[src/rtl/cfsb_regs.vh]
// command codes, bit positions and reset values of the converter
// status bank; included by every design file of the bank
`ifndef CFSB_REGS_VH
`define CFSB_REGS_VH

`define CFSB_CMD_SUMMARY 8'h79
`define CFSB_CMD_VOUT_STAT 8'h7a
`define CFSB_CMD_IOUT_STAT 8'h7b
`define CFSB_CMD_INPUT_STAT 8'h7c
`define CFSB_CMD_TEMP_STAT 8'h7d
`define CFSB_CMD_COMM_STAT 8'h7e
`define CFSB_CMD_RD_VIN 8'h88
`define CFSB_CMD_READ_VOUT 8'h8b
`define CFSB_CMD_RD_IOUT 8'h8c
`define CFSB_CMD_READ_TEMP 8'h8d
`define CFSB_CMD_DEV_TYPE 8'hd0
`define CFSB_CMD_VOUT_CAL_GAIN 8'hd1
`define CFSB_CMD_VOUT_CAL_OFS 8'hd2
`define CFSB_CMD_VIN_CAL_GAIN 8'hd3
`define CFSB_CMD_VIN_CAL_OFS 8'hd4
`define CFSB_CMD_IOUT_CAL_GAIN 8'hd6
`define CFSB_CMD_IOUT_CAL_OFS 8'hd7

// summary word bit positions
`define CFSB_SW_VOUT 15
`define CFSB_SW_CURRENT_POWER 14
`define CFSB_SW_INPUT 13
`define CFSB_SW_MFR 12
`define CFSB_SW_POWER_GOOD_NEG 11
`define CFSB_SW_FANS 10
`define CFSB_SW_OTHER 9
`define CFSB_SW_UNKNOWN 8
`define CFSB_SW_BUSY 7
`define CFSB_SW_OUTPUT_OFF 6
`define CFSB_SW_VOUT_OV 5
`define CFSB_SW_IOUT_OC 4
`define CFSB_SW_VIN_UV 3
`define CFSB_SW_TEMP 2
`define CFSB_SW_COMM 1
`define CFSB_SW_NONE 0

// status byte bit positions
`define CFSB_VSTAT_OV 7
`define CFSB_ISTAT_OC 7
`define CFSB_ISTAT_OCW 5
`define CFSB_INSTAT_OV 7
`define CFSB_INSTAT_UV 4
`define CFSB_INSTAT_OFF 3
`define CFSB_TSTAT_OT 7
`define CFSB_TSTAT_OTW 6
`define CFSB_COMM_INVALID_CMD 7
`define CFSB_COMM_INVALID_DATA 6
`define CFSB_COMM_PEC_FAIL 5

// implemented bits of each status byte
`define CFSB_VOUT_MASK 8'h80
`define CFSB_IOUT_MASK 8'ha0
`define CFSB_INPUT_MASK 8'h98
`define CFSB_TEMP_MASK 8'hc0
`define CFSB_COMM_MASK 8'he0

// device type word layout and reset values
`define CFSB_DT_NAME_HI 7
`define CFSB_DT_NAME_LO 2
`define CFSB_DT_PROT 1
`define CFSB_DT_PROT_RESET 1'h1
`define CFSB_CAL_GAIN_RESET 16'h2000
`define CFSB_CAL_OFS_RESET 16'h0000

`endif

[src/rtl/cfsb_sticky.v]
// one latched status byte: fault events set bits, a write of ones
// resets them; bits outside the implemented mask never leave zero
`include "cfsb_regs.vh"

module cfsb_sticky #(
  parameter [7:0] IMPL_MASK = 8'hff
) (
  input wire clk,
  input wire rst,
  input wire [7:0] set_bits,
  input wire [7:0] clr_bits,
  output reg [7:0] flags_reg
);

  wire [7:0] flags_next;

  // a set in the clearing cycle survives the clear
  assign flags_next = ((flags_reg & ~clr_bits) | set_bits) & IMPL_MASK;

  always @(posedge clk) begin
    if (rst) begin
      flags_reg <= 8'h00;
    end else begin
      flags_reg <= flags_next;
    end
  end

endmodule // cfsb_sticky

[src/rtl/cfsb_bank.v]
// status and telemetry command bank of a converter management port
// assumes a bus engine on clk that hands over one decoded command per
// cycle with its data, and fault events from the converter controller
// Overview of operation
// - read-only 16-bit summary status word with class and fault flags
// - busy, fan, maker, unknown and none-of-above flags always read zero
// - output-voltage byte latches overvoltage fault at bit 7, resettable
// - output-current byte latches fault bit 7 and warning bit 5
// - input byte latches overvoltage 7, undervoltage 4, unit-off 3
// - temperature byte latches fault bit 7 and warning bit 6
// - comm byte flags invalid command 7, invalid data 6, check fail 5
// - telemetry reads return input voltage, output voltage, current, temp
// - device type word: high byte reserved, name bits 7:2, bit 0 reserved
// - device type bit 1 is write protect enable, 0 means inactive
// - write protect enable at 1 protects; it powers up as 1
// - while protected, writes to calibration commands are locked out
`include "cfsb_regs.vh"

module cfsb_bank #(
  // module name code; value arbitrary
  parameter [5:0] MODULE_NAME = 6'h21,
  parameter CAL_COUNT = 6
) (
  input wire clk,
  input wire rst,
  input wire cmd_valid,
  input wire cmd_write,
  input wire [7:0] cmd_code,
  input wire [15:0] cmd_wdata,
  input wire pec_fail,
  input wire evt_output_overvoltage_fault,
  input wire evt_output_overcurrent_fault,
  input wire evt_output_overcurrent_warning,
  input wire evt_input_overvoltage_fault,
  input wire evt_input_undervoltage_fault,
  input wire evt_unit_off_low_vin,
  input wire evt_overtemperature_fault,
  input wire evt_overtemperature_warning,
  input wire power_good_negated,
  input wire output_off,
  input wire [15:0] input_voltage_reading,
  input wire [15:0] output_voltage_reading,
  input wire [15:0] output_current_reading,
  input wire [15:0] temperature_reading,
  output reg rsp_valid_reg,
  output reg rsp_error_reg,
  output reg [15:0] rsp_data_reg,
  output reg [15:0] summary_word_reg,
  output reg write_protect_enable_reg,
  output reg [16*CAL_COUNT-1:0] cal_values_reg
);

  wire [7:0] vout_stat;
  wire [7:0] iout_stat;
  wire [7:0] input_stat;
  wire [7:0] temp_stat;
  wire [7:0] comm_stat;
  reg [15:0] summary_next;
  reg [15:0] rdata_next;
  reg known_cmd;
  reg writable_cmd;
  reg is_cal;
  reg [2:0] cal_idx;
  reg [5:0] module_name_reg;
  reg [7:0] comm_set;
  wire wr;
  wire rd;
  wire cal_write_ok;
  wire [7:0] wbyte;

  assign wr = cmd_valid & cmd_write;
  assign rd = cmd_valid & ~cmd_write;
  assign wbyte = cmd_wdata[7:0];

  // command decode and calibration slot index
  always @* begin
    known_cmd = 1'b1;
    writable_cmd = 1'b0;
    is_cal = 1'b0;
    cal_idx = 3'h0;
    case (cmd_code)
      `CFSB_CMD_SUMMARY,
      `CFSB_CMD_RD_VIN,
      `CFSB_CMD_READ_VOUT,
      `CFSB_CMD_RD_IOUT,
      `CFSB_CMD_READ_TEMP: begin
        writable_cmd = 1'b0;
      end
      `CFSB_CMD_VOUT_STAT,
      `CFSB_CMD_IOUT_STAT,
      `CFSB_CMD_INPUT_STAT,
      `CFSB_CMD_TEMP_STAT,
      `CFSB_CMD_COMM_STAT,
      `CFSB_CMD_DEV_TYPE: begin
        writable_cmd = 1'b1;
      end
      `CFSB_CMD_VOUT_CAL_GAIN: begin
        writable_cmd = 1'b1;
        is_cal = 1'b1;
        cal_idx = 3'h0;
      end
      `CFSB_CMD_VOUT_CAL_OFS: begin
        writable_cmd = 1'b1;
        is_cal = 1'b1;
        cal_idx = 3'h1;
      end
      `CFSB_CMD_VIN_CAL_GAIN: begin
        writable_cmd = 1'b1;
        is_cal = 1'b1;
        cal_idx = 3'h2;
      end
      `CFSB_CMD_VIN_CAL_OFS: begin
        writable_cmd = 1'b1;
        is_cal = 1'b1;
        cal_idx = 3'h3;
      end
      `CFSB_CMD_IOUT_CAL_GAIN: begin
        writable_cmd = 1'b1;
        is_cal = 1'b1;
        cal_idx = 3'h4;
      end
      `CFSB_CMD_IOUT_CAL_OFS: begin
        writable_cmd = 1'b1;
        is_cal = 1'b1;
        cal_idx = 3'h5;
      end
      default: begin
        known_cmd = 1'b0;
      end
    endcase
  end

  assign cal_write_ok = wr & is_cal & ~write_protect_enable_reg;

  always @* begin
    comm_set = 8'h00;
    comm_set[`CFSB_COMM_INVALID_CMD] = cmd_valid & ~known_cmd;
    comm_set[`CFSB_COMM_INVALID_DATA] = wr & known_cmd &
      (~writable_cmd | (is_cal & write_protect_enable_reg));
    comm_set[`CFSB_COMM_PEC_FAIL] = pec_fail;
  end

  cfsb_sticky #(.IMPL_MASK(`CFSB_VOUT_MASK)) u_vout (
    .clk(clk),
    .rst(rst),
    .set_bits({evt_output_overvoltage_fault, 7'h00}),
    .clr_bits((wr && cmd_code == `CFSB_CMD_VOUT_STAT) ? wbyte : 8'h00),
    .flags_reg(vout_stat)
  );

  cfsb_sticky #(.IMPL_MASK(`CFSB_IOUT_MASK)) u_iout (
    .clk(clk),
    .rst(rst),
    .set_bits({evt_output_overcurrent_fault, 1'b0,
      evt_output_overcurrent_warning, 5'h00}),
    .clr_bits((wr && cmd_code == `CFSB_CMD_IOUT_STAT) ? wbyte : 8'h00),
    .flags_reg(iout_stat)
  );

  cfsb_sticky #(.IMPL_MASK(`CFSB_INPUT_MASK)) u_input (
    .clk(clk),
    .rst(rst),
    .set_bits({evt_input_overvoltage_fault, 2'h0,
      evt_input_undervoltage_fault,
      evt_unit_off_low_vin, 3'h0}),
    .clr_bits((wr && cmd_code == `CFSB_CMD_INPUT_STAT) ? wbyte : 8'h00),
    .flags_reg(input_stat)
  );

  cfsb_sticky #(.IMPL_MASK(`CFSB_TEMP_MASK)) u_temp (
    .clk(clk),
    .rst(rst),
    .set_bits({evt_overtemperature_fault, evt_overtemperature_warning,
      6'h00}),
    .clr_bits((wr && cmd_code == `CFSB_CMD_TEMP_STAT) ? wbyte : 8'h00),
    .flags_reg(temp_stat)
  );

  // communication byte; masks keep unused bits at zero
  cfsb_sticky #(.IMPL_MASK(`CFSB_COMM_MASK)) u_comm (
    .clk(clk),
    .rst(rst),
    .set_bits(comm_set),
    .clr_bits((wr && cmd_code == `CFSB_CMD_COMM_STAT) ? wbyte : 8'h00),
    .flags_reg(comm_stat)
  );

  always @* begin
    summary_next = 16'h0000;
    summary_next[`CFSB_SW_VOUT] = |vout_stat;
    summary_next[`CFSB_SW_CURRENT_POWER] = |iout_stat;
    summary_next[`CFSB_SW_INPUT] = |input_stat;
    summary_next[`CFSB_SW_POWER_GOOD_NEG] = power_good_negated;
    summary_next[`CFSB_SW_OUTPUT_OFF] = output_off;
    summary_next[`CFSB_SW_VOUT_OV] = vout_stat[`CFSB_VSTAT_OV];
    summary_next[`CFSB_SW_IOUT_OC] = iout_stat[`CFSB_ISTAT_OC];
    summary_next[`CFSB_SW_VIN_UV] = input_stat[`CFSB_INSTAT_UV];
    summary_next[`CFSB_SW_TEMP] = |temp_stat;
    summary_next[`CFSB_SW_COMM] = |comm_stat;
    summary_next[`CFSB_SW_MFR] = 1'b0;
    summary_next[`CFSB_SW_FANS] = 1'b0;
    summary_next[`CFSB_SW_OTHER] = 1'b0;
    summary_next[`CFSB_SW_UNKNOWN] = 1'b0;
    summary_next[`CFSB_SW_BUSY] = 1'b0;
    summary_next[`CFSB_SW_NONE] = 1'b0;
  end

  always @(posedge clk) begin
    if (rst) begin
      summary_word_reg <= 16'h0000;
    end else begin
      summary_word_reg <= summary_next;
    end
  end

  // name field writable, reserved bits not stored
  always @(posedge clk) begin
    if (rst) begin
      module_name_reg <= MODULE_NAME;
      write_protect_enable_reg <= `CFSB_DT_PROT_RESET;
    end else if (wr && cmd_code == `CFSB_CMD_DEV_TYPE) begin
      module_name_reg <= wbyte[`CFSB_DT_NAME_HI:`CFSB_DT_NAME_LO];
      write_protect_enable_reg <= wbyte[`CFSB_DT_PROT];
    end
  end

  // calibration factors; gains reset to unity, offsets to zero
  genvar gi;
  generate
    for (gi = 0; gi < CAL_COUNT; gi = gi + 1) begin : g_cal
      always @(posedge clk) begin
        if (rst) begin
          cal_values_reg[16*gi +: 16] <= (gi % 2 == 0) ?
            `CFSB_CAL_GAIN_RESET : `CFSB_CAL_OFS_RESET;
        end else if (cal_write_ok && cal_idx == gi) begin
          cal_values_reg[16*gi +: 16] <= cmd_wdata;
        end
      end
    end
  endgenerate

  // read data selection
  always @* begin
    rdata_next = 16'h0000;
    case (cmd_code)
      `CFSB_CMD_SUMMARY: begin
        rdata_next = summary_next;
      end
      `CFSB_CMD_VOUT_STAT: begin
        rdata_next = {8'h00, vout_stat};
      end
      `CFSB_CMD_IOUT_STAT: begin
        rdata_next = {8'h00, iout_stat};
      end
      `CFSB_CMD_INPUT_STAT: begin
        rdata_next = {8'h00, input_stat};
      end
      `CFSB_CMD_TEMP_STAT: begin
        rdata_next = {8'h00, temp_stat};
      end
      `CFSB_CMD_COMM_STAT: begin
        rdata_next = {8'h00, comm_stat};
      end
      `CFSB_CMD_RD_VIN: begin
        rdata_next = input_voltage_reading;
      end
      `CFSB_CMD_READ_VOUT: begin
        rdata_next = output_voltage_reading;
      end
      `CFSB_CMD_RD_IOUT: begin
        rdata_next = output_current_reading;
      end
      `CFSB_CMD_READ_TEMP: begin
        rdata_next = temperature_reading;
      end
      // high byte and bit 0 reserved zero
      `CFSB_CMD_DEV_TYPE: begin
        rdata_next = {8'h00, module_name_reg, write_protect_enable_reg,
          1'b0};
      end
      default: begin
        if (is_cal) begin
          rdata_next = cal_values_reg[16*cal_idx +: 16];
        end
      end
    endcase
  end

  // one answer per command, one cycle later
  always @(posedge clk) begin
    if (rst) begin
      rsp_valid_reg <= 1'b0;
      rsp_error_reg <= 1'b0;
      rsp_data_reg <= 16'h0000;
    end else begin
      rsp_valid_reg <= cmd_valid;
      rsp_error_reg <= cmd_valid &
        (comm_set[`CFSB_COMM_INVALID_CMD] |
         comm_set[`CFSB_COMM_INVALID_DATA]);
      rsp_data_reg <= (rd && known_cmd) ? rdata_next : 16'h0000;
    end
  end

endmodule // cfsb_bank

[config.mk]
export PLATFORM = sky130hd
export DESIGN_NAME = cfsb_bank
export DESIGN_NICKNAME = d
export VERILOG_FILES = /design/src/rtl/cfsb_sticky.v /design/src/rtl/cfsb_bank.v
export VERILOG_INCLUDE_DIRS = /design/src /design/src/rtl
export SDC_FILE = /design/constraint.sdc
export NUM_CORES = 1
export LEC_CHECK = 0
export BUFFER_PORTS_ARGS = -buffer_cell sky130_fd_sc_hd__buf_2
export CORE_MARGIN = 2
export CORE_UTILIZATION = 26
export CTS_CLUSTER_SIZE = 40
export DETAILED_ROUTE_END_ITERATION = 10
export GPL_TIMING_DRIVEN = 0
export SLEW_MARGIN = 0
export SYNTH_ARGS = -nofsm -noshare
export SYNTH_HDL_FRONTEND = slang
export SYNTH_HIERARCHICAL = 1
export SYNTH_SLANG_ARGS = --single-unit
export TNS_END_PERCENT = 1
[constraint.sdc]
create_clock -name clk -period 2.9 [get_ports clk]
set_clock_uncertainty 0.1 [all_clocks]
set_input_delay 0.725 -clock clk [delete_from_list [all_inputs] [get_ports clk]]
set_output_delay 0.725 -clock clk [all_outputs]
set_load 0.01 [all_outputs]
# After elaboration in Yosys (flattened, before gate mapping)
# Index checks and enable logic that the tools add are counted.
[classes] eq_ne=22 n_shift=1 n_mux=11 bitwise_logic=31 n_reduce_logical=23
[ops] cell="$pmux 16 s11" n=1
[ops] cell="$shiftx 96x8->16" n=1
[ops] cell="$eq 8x8->1 const B" n=11
[ops] cell="$eq 8x7->1 const B" n=6
[ops] cell="$and 8x8->8" n=5
[ops] cell="$mux 8" n=5
[ops] cell="$not 8->8" n=5
[ops] cell="$or 8x8->8" n=5
[ops] cell="$reduce_or 8->1" n=5
[ops] cell="$reduce_or 17->1" n=1
[ops] cell="$mux 16" n=1
[ops] cell="$pmux 3 s5" n=1
[ops] cell="$logic_and 1x1->1" n=13
[ops] cell="$reduce_or 12->1" n=1
[ops] cell="$and 1x1->1" n=9
[ops] cell="$eq 3x2->1 const B" n=2
[ops] cell="$eq 3x3->1 const B" n=2
[ops] cell="$reduce_or 6->1" n=1
[ops] cell="$not 1->1" n=5
[ops] cell="$eq 3x1->1 const B" n=1
[ops] cell="$logic_not 3->1" n=1
[ops] cell="$mux 1" n=3
[ops] cell="$or 1x1->1" n=2
[ops] cell="$reduce_or 2->1" n=1
[word_totals] ff_bits=177 in_bits=103 output_inout_bits=131 wordCells=111

# Depth between registers and ports, before layout
# Gate-level depths: netlist (run 1).
[logic_depth] depth_word=8 mapped_depth=10 depth_no_buf=8

# By module
# The synthesis (run 1) kept the hierarchy.
[by_module_without_submodules] module="cfsb_bank" n_inst=1 cells_per_inst=950 area_per_inst_um2=7135.6 seq_area_each_um2=2622.5
[by_module_without_submodules] module="cfsb_sticky at u_comm ..." n_inst=2 cells_per_inst=18 area_per_inst_um2=146.4 seq_area_each_um2=60.1
[by_module_without_submodules] module="cfsb_sticky at u_iout ..." n_inst=2 cells_per_inst=15 area_per_inst_um2=118.9 seq_area_each_um2=40.0
[by_module_without_submodules] module="cfsb_sticky at u_vout" n_inst=1 cells_per_inst=12 area_per_inst_um2=95.1 seq_area_each_um2=20.0

# Least setup slack after synthesis (run 1)
# OpenSTA, ideal clock, no wires.
[synth_timing] kind="in2reg" start="in cmd_code[0]" end="reg u_input.flags_reg[4]" setup_time_ns=0.116 arrival_ns=2.236 t_required_ns=2.684 slack_ns=0.448 path_stages=8 path_buffers=4 path_cell_list="buf_4 > buf_4 > buf_2 > buf_2 > nor4_1 > and2_1 > nand2b_1 > a21oi_1"
[synth_between] elab_chain_cells=6
[synth_rtl] item="start, declared" line="cfsb_bank.v:28" source="input wire [7:0] cmd_code,"
[synth_rtl] item="$eq 8x7->1"
[synth_rtl] item="$logic_and 1x1->1 (no line)"
[synth_rtl] item="$mux 8" line="cfsb_bank.v:166" source=".clr_bits((wr && cmd_code == `CFSB_CMD_INPUT_STAT) ? wbyte : 8'h00),"
[synth_rtl] item="$not 8->8" line="cfsb_sticky.v:18" source="assign flags_next = ((flags_reg & ~clr_bits) | set_bits) & IMPL_MASK;"
[synth_rtl] item="$and 8x8->8" line="cfsb_sticky.v:18"
[synth_rtl] item="$or 8x8->8" line="cfsb_sticky.v:18"
[synth_rtl] item="end signal, assigned" line="cfsb_sticky.v:24" source="flags_reg <= flags_next;"
[synth_rtl] item="end, declared" line="cfsb_sticky.v:12" source="output reg [7:0] flags_reg"
# Every way passes these cells.
# A chain may end at the register's enable or synchronous reset.

# Worst setup path after layout (run 1)
[layout_timing] start="in cmd_code[0]" end="reg rsp_data_reg[3]"
[layout_between] elab_chain_cells=6 word_cells_on_any_way=28 classes_between="eq/ne: 17; shift: 1; mux: 5; bitwise: 1; reduce/logical: 4"
[layout_rtl] item="parallel branches: the longest is 6 deep, another holds $shiftx 96x8->16"
[layout_rtl] item="end signal, assigned" line="cfsb_bank.v:300" source="rsp_data_reg <= (rd && known_cmd) ? rdata_next : 16'h0000;"
[layout_rtl] item="end, declared" line="cfsb_bank.v:47" source="output reg [15:0] rsp_data_reg,"
# Parallel ways; which one is timed is not known.

==> metrics.yaml, run 1 <==
clock_tree:
  cts_buffer_depth: 2
  clkLatencyLatePin_ns: 0.45
  cts_setup_buffers: 0
  holdBufCountCts: 0
  cts_sinks: 142
  cts.htree.levels: 4
  path_clk_slew_ns: 0.07
  cts_root_buf: "clkbuf_16"
  cts_tree: "done"
  numCtsBuffers: 17
setup_path:
  path_class: "in -> reg"
  slowest_stage: "clkbuf_1"
  arrival_ns: 3.10
  critPathLaunchType: "input pin"
  cp_max_fo: 10
  r2r_slack_ns: 0.68
  crit_path_frequent_cell: "buf_4"
  reg2reg_to: "cal_values_reg[62]"
  r2r-start: "write_protect_enable_reg"
  cp-endpoint: "rsp_data_reg[3]"
  cp-startpoint: "cmd_code[0]"
  crit_path_cell_trace: "buf_4 -> buf_4 -> clkbuf_1 -> nand2_1 -> o21ai_0 -> a2111oi_2 -> a41oi_1"
  cp_data_required_time_ns: 3.13
  max_stage_delay_ns: 0.59
  cp-end-kind: "flip-flop"
  r2r_cells: 6
power_and_ir_drop:
  vdd_drop_max_uv: 404
  powerDensity_nw_per_um2: 483
  p_leak_nw: 4.11
sta:
  fin_crit_ns: 2.87
  finalWorstSetupSlack_ns: 0.0291
  maxSlewHeadroom: 0.383
  grt_setup_unrepaired: "no"
  tns_ns: 0
  worstMarginPinSlew_ns: 0.926
  fmax_mhz: 348
  setup_viol: 0
  fin_crit_sh: 0.990
  hold_viol: 0
  slew_viol_final: 0
floorplan:
  core_region_area_um2: 28700
  pin_count: 234
  die_x_um: 175
  start_util: 0.264
  dieArea_um2: 30500
  rows: 62
  die_h_um: 175
grt:
  grt_busiest_layer: "met2"
  grtUsageMet1: 0.325
  met2_usage: 0.390
  grt_pass1_wl_mm: 55.7
  grtUsageMet3: 0.0664
  first_global_vias: 8206
  antenna_found_initial: 1
  grt_max_degree: 17
  grtUsageTotal: 0.250
  grt_overflow: 0
logic_synthesis:
  syn_inst: 999
  ys.warnings.count: 6
  syn_area_um2: 7580
  synth.avg_cell_area_um2: 7.59
detailed_routing:
  drc: 0
  num_vias: 8672
  ant_nets: 0
  first_pass_iters: 7
  post_drt_via_cell_ratio: 5.20
  drt_iter0_markers: 929
  routed_wl_mm: 39.6
  avgRoutedWirePerCell_um: 23.7
place:
  post_dp_cell_area_um2: 9300
  dp_cells: 1637
  pre_cts_slack_ns: -0.563
  dp_hpwl_mm: 30.2
  gp_congestion: 0.960
  io_buffer_count: 225
layout:
  fin_area_um2: 9880
  final_cells: 1669
  utilization: 0.344
  fin_nets: 1375
  drive_gt1_frac: 0.289
  fillers: 3133
  area_delta_synth_final_pct: 30.3
  largest_reg_flops: 96
run_status:
  status: "finished, final reports clean"
hold_path:
  min-delay-path-class: "reg -> reg"
job:
  max-cap-violations: 0
per-stage QoR:
stage / power [mW] / hold WS, ns
2_1_floorplan: 2.30 / 0.351
6_report: 4.77 / 0.368
3_3_place_gp: 2.56 / 0.352
5_1_grt: 4.88 / 0.389
4_1_cts: 4.74 / 0.370
3_5_place_dp: 2.56 / 0.361
metal layers:
layer,vias to the layer above,part of all wire
li1,3960,-
met1,4101,0.42
met2,529,0.44
met3,82,0.097
met4,0,0.041
met5,-,0
power by group:
group / switching, mW / internal (mW) / leakage (nW) / total [mW]
logic: 0.366 / 0.190 / 2.69 / 0.556
clock network: 1.00 / 1.23 / 0.272 / 2.23
registers: 0.0159 / 1.97 / 1.15 / 1.98
cell type report:
class                      instances  area, µm²  area share
multi-input combinational        757       4140       0.419
timing repair buffer             225       1130       0.114
buffer                           114        661      0.0669
sequential                       142       2840       0.288
antenna                            1       2.50    0.000253
inverter                          15       56.3     0.00570
clock buffer                      19        443      0.0448
tap                              384        480      0.0487
clock inverter                    12        128      0.0129
repair_timing:
item | CTS | global route
gates resized for setup | 2 | 6
cloned | 0 | 0
endpoints found under the setup margin | 6 | 10
pin swaps | 0 | 0
worst min path at each step:
stage | startpoint | endpoint | slack [ns] | cells past startpoint
6_report | cal_values_reg[94] | cal_values_reg[94] | 0.37 | 2
5_1_grt | cal_values_reg[37] | cal_values_reg[37] | 0.39 | 2
4_1_cts | cal_values_reg[90] | cal_values_reg[90] | 0.37 | 2
3_5_place_dp | cal_values_reg[39] | cal_values_reg[39] | 0.36 | 2
3_3_place_gp | cal_values_reg[7] | cal_values_reg[7] | 0.35 | 2
2_1_floorplan | u_comm/flags_reg[7] | u_comm/flags_reg[7] | 0.35 | 2
placed cells by master, fill, tap and decap left out, types with 25 or more instances in the layout:
cell / count
a21oi_1: 143
o21ai_0: 41
a22oi_1: 26
nor2_1: 35
dfxtp_1: 142
buf_2: 258
clkbuf_1: 31
conb_1: 35
nand2_1: 231
buf_4: 39
mux2i_1: 25
worst max-delay path: cells and delay by family:
| family | cells | cell delay, ns |
|---|---|---|
| AOI/OAI and AO/OA | 3 | 0.80 |
| buffers and inverters | 3 | 0.99 |
| and+or+nand+nor | 1 | 0.57 |
Power figures use the tool's default switching activity.
==> inputs of run 2 (changes only) <==
- CTS_BUF_LIST: not set -> sky130_fd_sc_hd__clkbuf_8
- CTS_CLUSTER_SIZE: 40 -> not set
==> run 2 against run 1 <==
Net effect:
- the run now ends with negative setup slack left
- highest routed layer unchanged
- combinational power about the same
- first-iteration DRC count decreased by 3.0%
- sequential share of layout area increased by 0.59 points
- sequential power about the same
- routed wire length about the same
- clock power decreased by 26%
- core utilization decreased by 0.69 points
- power decreased by 12%
- hold slack improved by 0.0027 ns
- critical endpoint is now rsp_data_reg[4]
- via count decreased by 0.18%
==> metrics.yaml, run 2 (same netlist as run 1, synthesis figures left out) <==
run_status:
  status: "complete, but fails checks"  # was finished, final reports clean
  violations: "negative setup slack"
detailed_routing:
  drc: 0  # unchanged
  first_pass_iters: 6  # was 7
  avgRoutedWirePerCell_um: 23.7  # about the same
  num_vias: 8656  # was 8672
  routed_wl_mm: 39.6  # about the same
  post_drt_via_cell_ratio: 5.19  # was 5.20
  drt_iter0_markers: 901  # was 929
  ant_nets: 0  # unchanged
sta:
  fmax_mhz: 345  # was 348 MHz
  fin_crit_sh: 1.00  # was 0.990
  worstMarginPinSlew_ns: 0.938  # was 0.926 ns
  slew_viol_final: 0  # unchanged
  finalWorstSetupSlack_ns: -0.000975  # was 0.0291 ns
  maxSlewHeadroom: 0.375  # was 0.383
  setup_viol: 1  # was 0
  hold_viol: 0  # unchanged
  grt_setup_unrepaired: "yes"  # was no
  fin_crit_ns: 2.90  # was 2.87 ns
floorplan:
  dieArea_um2: 30500  # unchanged
  core_region_area_um2: 28700  # unchanged
  pin_count: 234  # unchanged
  die_h_um: 175  # unchanged
  start_util: 0.264  # unchanged
  rows: 62  # unchanged
  die_x_um: 175  # unchanged
place:
  gp_congestion: 0.960  # unchanged
  io_buffer_count: 225  # unchanged
  dp_hpwl_mm: 30.2  # unchanged
layout:
  layout_commonest_cell: "buf_2"  # unchanged
  fillers: 3158  # was 3133
  drive_gt1_frac: 0.287  # was 0.289
  final_cell_mix: "buf_2 (258), nand2_1 (231), a21oi_1 (143)"  # unchanged
  antennaDiodeCount: 0  # was 1
  largest_reg_flops: 96  # unchanged
  area_delta_synth_final_pct: 27.7  # was 30.3%
  fin_nets: 1375  # unchanged
  utilization: 0.337  # was 0.344
setup_path:
  cp_max_fo: 10  # unchanged
  cp_data_required_time_ns: 3.17  # was 3.13 ns
  r2r_slack_ns: 0.66  # was 0.68 ns
  r2r_cells: 6  # unchanged
  arrival_ns: 3.17  # was 3.10 ns
  reg2reg_to: "cal_values_reg[51]"  # was cal_values_reg[62]
  critPathLaunchType: "input pin"  # unchanged
  r2r-start: "write_protect_enable_reg"  # unchanged
  cp-end-kind: "flip-flop"  # unchanged
  path_class: "in -> reg"  # unchanged
hold_path:
  whs_path_depth: 2  # unchanged
  worst_hold_path.endpoint: "cal_values_reg[94]"  # unchanged
  min_from: "cal_values_reg[94]"  # unchanged
  min-delay-path-class: "reg -> reg"  # unchanged
clock_tree:
  cts_setup_buffers: 0  # unchanged
  numCtsBuffers: 17  # unchanged
  holdBufCountCts: 0  # unchanged
  cts_tree: "done"  # unchanged
  cts_root_buf: "clkbuf_8"  # was clkbuf_16
  cts_buffer_depth: 2  # unchanged
  cts_sinks: 142  # unchanged
  clkLatencyLatePin_ns: 0.48  # was 0.45 ns
  cts.htree.levels: 4  # unchanged
  path_clk_slew_ns: 0.11  # was 0.07 ns
grt:
  grt_pass1_wl_mm: 55.5  # was 55.7 mm
  grt_max_degree: 17  # unchanged
  grtUsageTotal: 0.250  # about the same
  first_global_vias: 8182  # was 8206
  antenna_found_initial: 1  # unchanged
  grt_overflow: 0  # unchanged
power_and_ir_drop:
  power_mw: 4.19  # was 4.77 mW
  vdd_drop_max_uv: 255  # was 404 µV
  p_leak_nw: 4.02  # was 4.11 nW
  powerDensity_nw_per_um2: 433  # was 483 nW/µm²
job:
  max-cap-violations: 0  # unchanged
==> run 2: cell count changes in the layout (fill, tap and decap cells not counted), sizes merged <==
cell    before  now
diode        1    0
clkbuf      52   50
buf        306  307
inv         23   24
==> run 2: how the worst max path moves through the flow <==
stage                           start               end  slack, ns  cells past startpoint
final                     cmd_code[1]   rsp_data_reg[4]     -0.001                      9
after global routing      cmd_code[0]   rsp_data_reg[6]      -0.02                      7
after CTS                 cmd_code[1]   rsp_data_reg[8]      0.009                      8
after detailed placement  cmd_code[1]  rsp_data_reg[13]      -0.56                     10
after global placement    cmd_code[1]  rsp_data_reg[13]      -0.54                     10
after floorplan           cmd_code[0]   rsp_data_reg[3]       0.53                      8
==> run 2: report_power, final <==
| group | total, mW | leakage, nW | switching, mW | internal, mW |
|---|---|---|---|---|
| Combinational | 0.554 | 2.68 | 0.365 | 0.189 |
| Clock | 1.65 | 0.189 | 0.929 | 0.721 |
| Sequential | 1.98 | 1.15 | 0.0162 | 1.97 |
==> run 2: per-layer routing <==
layer	up-vias	share of wire	track usage
met2	510	0.44	0.389
met5	-	0	0
met4	0	0.044	0.113
li1	3964	-	-
met3	82	0.094	0.0690
met1	4100	0.42	0.322
==> run 2: cell type report <==
| type | count | area (µm²) | area share |
|---|---|---|---|
| Tap cell | 384 | 480 | 0.0497 |
| Multi-Input combinational cell | 757 | 4130 | 0.427 |
| Sequential cell | 142 | 2840 | 0.294 |
| Buffer | 114 | 658 | 0.0680 |
| Inverter | 15 | 56.3 | 0.00582 |
| Timing Repair Buffer | 225 | 1130 | 0.116 |
| Clock buffer | 18 | 248 | 0.0256 |
| Clock inverter | 13 | 131 | 0.0136 |
==> run 2: per-stage QoR <==
stage          setup slack [ns]   TNS (ns)  std cells  hold WS, ns  cell area, µm²
2_1_floorplan             0.533          0       1028        0.351            7690
3_3_place_gp             -0.543     -11.41       1637        0.352            9300
3_5_place_dp             -0.563     -12.71       1637        0.361            9300
4_1_cts                 0.00853          0       1668        0.370            9680
5_1_grt                 -0.0158    -0.0172       1668        0.390            9680
6_report              -0.000975  -0.000975       1668        0.371            9680
==> run 2: critical path: stages <==
cell and delay [ns]:
buf_2 0.10, buf_2 0.18, nor2b_1 0.12, buf_1 0.55, clkbuf_1 0.72, a22oi_1 0.14
o22ai_1 0.22, nor3_1 0.09, a31oi_1 0.32
==> run 2: repair_timing <==
action                                  in CTS  in global routing
endpoints found under the hold margin        0                  0
gates resized for setup                      1                  4
endpoints found under the setup margin       1                 11
==> inputs of run 3 (changes only) <==
- CORE_ASPECT_RATIO: not set -> 1.5
- PLACE_DENSITY: not set -> 0.56
==> run 3 against run 2 <==
Net effect:
- the flow still finishes with violations (negative setup slack)
- combinational power hardly changed
- maximum frequency is 1.1% lower
- sequential power hardly changed
- critical path type unchanged
- critical endpoint is now rsp_data_reg[15]
- largest power group unchanged
- highest routed layer unchanged
==> metrics.yaml, run 3 (same netlist as run 1, synthesis figures left out) <==
detailed_routing:
  routed_wl_mm: 41.2  # was 39.6 mm
  first_pass_iters: 6  # unchanged
  drt_iter0_markers: 717  # was 901
  drc: 0  # unchanged
  avgRoutedWirePerCell_um: 24.6  # was 23.7 µm
  ant_nets: 0  # unchanged
  post_drt_via_cell_ratio: 5.15  # was 5.19
  num_vias: 8630  # was 8656
layout:
  fillers: 3247  # was 3158
  seqCellArea_um2: 2840  # unchanged
  final_cells: 1676  # was 1668
  area_delta_synth_final_pct: 27.8  # was 27.7%
  layout_commonest_cell: "buf_2"  # unchanged
  fin_area_um2: 9680  # about the same
  utilization: 0.337  # about the same
  fin_nets: 1375  # unchanged
  drive_gt1_frac: 0.286  # was 0.287
  largest_reg_flops: 96  # unchanged
  multi_input_area_um2: 4130  # unchanged
  final_cell_mix: "buf_2 (257), nand2_1 (231), a21oi_1 (143)"  # was buf_2 (258), nand2_1 (231), a21oi_1 (143)
run_status:
  violations: "negative setup slack"  # unchanged
  status: "complete, but fails checks"  # unchanged
floorplan:
  rows: 76  # was 62
  dieArea_um2: 30600  # was 30500 µm²
  pin_count: 234  # unchanged
  start_util: 0.264  # about the same
  core_region_area_um2: 28700  # about the same
  die_x_um: 143  # was 175 µm
  die_h_um: 213  # was 175 µm
grt:
  grtUsageTotal: 0.265  # was 0.250
  antenna_found_initial: 1  # unchanged
  first_global_vias: 8315  # was 8182
  met2_usage: 0.456  # was 0.389
  grtUsageMet3: 0.0419  # was 0.0690
  grt_pass1_wl_mm: 57.3  # was 55.5 mm
  grt_overflow: 0  # unchanged
  grt_busiest_layer: "met2"  # unchanged
  grtUsageMet1: 0.307  # was 0.322
  grt_max_degree: 17  # unchanged
place:
  dp_hpwl_mm: 32.2  # was 30.2 mm
  post_dp_cell_area_um2: 9300  # about the same
  gp_congestion: 0.965  # was 0.960
  io_buffer_count: 225  # unchanged
  dp_cells: 1643  # was 1637
clock_tree:
  numCtsBuffers: 17  # unchanged
  holdBufCountCts: 0  # unchanged
  cts_tree: "done"  # unchanged
  cts.htree.levels: 4  # unchanged
  path_clk_slew_ns: 0.09  # was 0.11 ns
  cts_setup_buffers: 0  # unchanged
  clkLatencyLatePin_ns: 0.49  # was 0.48 ns
  cts_buffer_depth: 2  # unchanged
  cts_sinks: 142  # unchanged
  cts_root_buf: "clkbuf_8"  # unchanged
  cts_resized: 0  # was 1
setup_path:
  cp-startpoint: "cmd_code[0]"  # was cmd_code[1]
  r2r_cells: 6  # unchanged
  r2r-start: "write_protect_enable_reg"  # unchanged
  cp-end-kind: "flip-flop"  # unchanged
  arrival_ns: 3.22  # was 3.17 ns
  reg2reg_to: "cal_values_reg[51]"  # unchanged
  r2r_slack_ns: 0.66  # about the same
  path_class: "in -> reg"  # unchanged
  cp_max_fo: 10  # unchanged
  critPathLaunchType: "input pin"  # unchanged
  cp-endpoint: "rsp_data_reg[15]"  # was rsp_data_reg[4]
  cp_data_required_time_ns: 3.18  # was 3.17 ns
sta:
  grt_setup_unrepaired: "no"  # was yes
  fin_crit_ns: 2.93  # was 2.90 ns
  maxSlewHeadroom: 0.380  # was 0.375
  hold_viol: 0  # unchanged
  fin_crit_sh: 1.01  # was 1.00
  setup_viol: 1  # unchanged
  slew_viol_final: 0  # unchanged
  finalWorstSetupSlack_ns: -0.0323  # was -0.000975 ns
  fmax_mhz: 341  # was 345 MHz
  worstMarginPinSlew_ns: 0.926  # was 0.938 ns
  tns_ns: -0.0323  # was -0.000975 ns
power_and_ir_drop:
  p_leak_nw: 4.01  # was 4.02 nW
  powerDensity_nw_per_um2: 429  # was 433 nW/µm²
  power_mw: 4.16  # was 4.19 mW
  vdd_drop_max_uv: 278  # was 255 µV
job:
  max-cap-violations: 0  # unchanged
hold_path:
  min-delay-path-class: "in -> reg"  # was reg -> reg
run 3: worst min-delay path by stage:
stage / startpoint / to / slack (ns) / cells past startpoint
final: evt_input_overvoltage_fault / u_input/flags_reg[7] / 0.37 / 3
after global routing: evt_output_overcurrent_fault / u_iout/flags_reg[7] / 0.37 / 3
after CTS: evt_output_overcurrent_fault / u_iout/flags_reg[7] / 0.33 / 3
after detailed placement: cal_values_reg[67] / cal_values_reg[67] / 0.36 / 2
after global placement: cal_values_reg[75] / cal_values_reg[75] / 0.35 / 2
after floorplan: u_comm/flags_reg[7] / u_comm/flags_reg[7] / 0.35 / 2
run 3: through the flow:
step	hold slack [ns]	setup slack (ns)
final	0.365	-0.0323
after global routing	0.373	0.0251
after CTS	0.334	0.168
after detailed placement	0.358	-0.361
after global placement	0.353	-0.388
after floorplan	0.351	0.533
run 3: layer usage:
layer,routed length (µm),part of all wire
met5,0,0
met4,2620,0.064
met1,15600,0.38
met3,2620,0.064
met2,20400,0.49
run 3: power breakdown:
part	switching [mW]	internal (mW)
Sequential	0.0165	1.97
Clock	0.903	0.713
Combinational	0.367	0.189
Total	1.29	2.87
run 3: area by class of cell:
class	instances	area share
multi-input combinational	757	0.427
sequential	142	0.294
inverter	15	0.00581
clock inverter	14	0.0136
clock buffer	18	0.0256
buffer	114	0.0677
tap	390	0.0504
antenna	1	0.000258
timing repair buffer	225	0.116
run 3: worst max-delay path: stages:
cell and delay [ns]:
buf_4 0.16, buf_4 0.21, nor2_1 0.73, nand2_1 0.56
o22ai_1 0.40, a21oi_1 0.12, a31oi_1 0.31
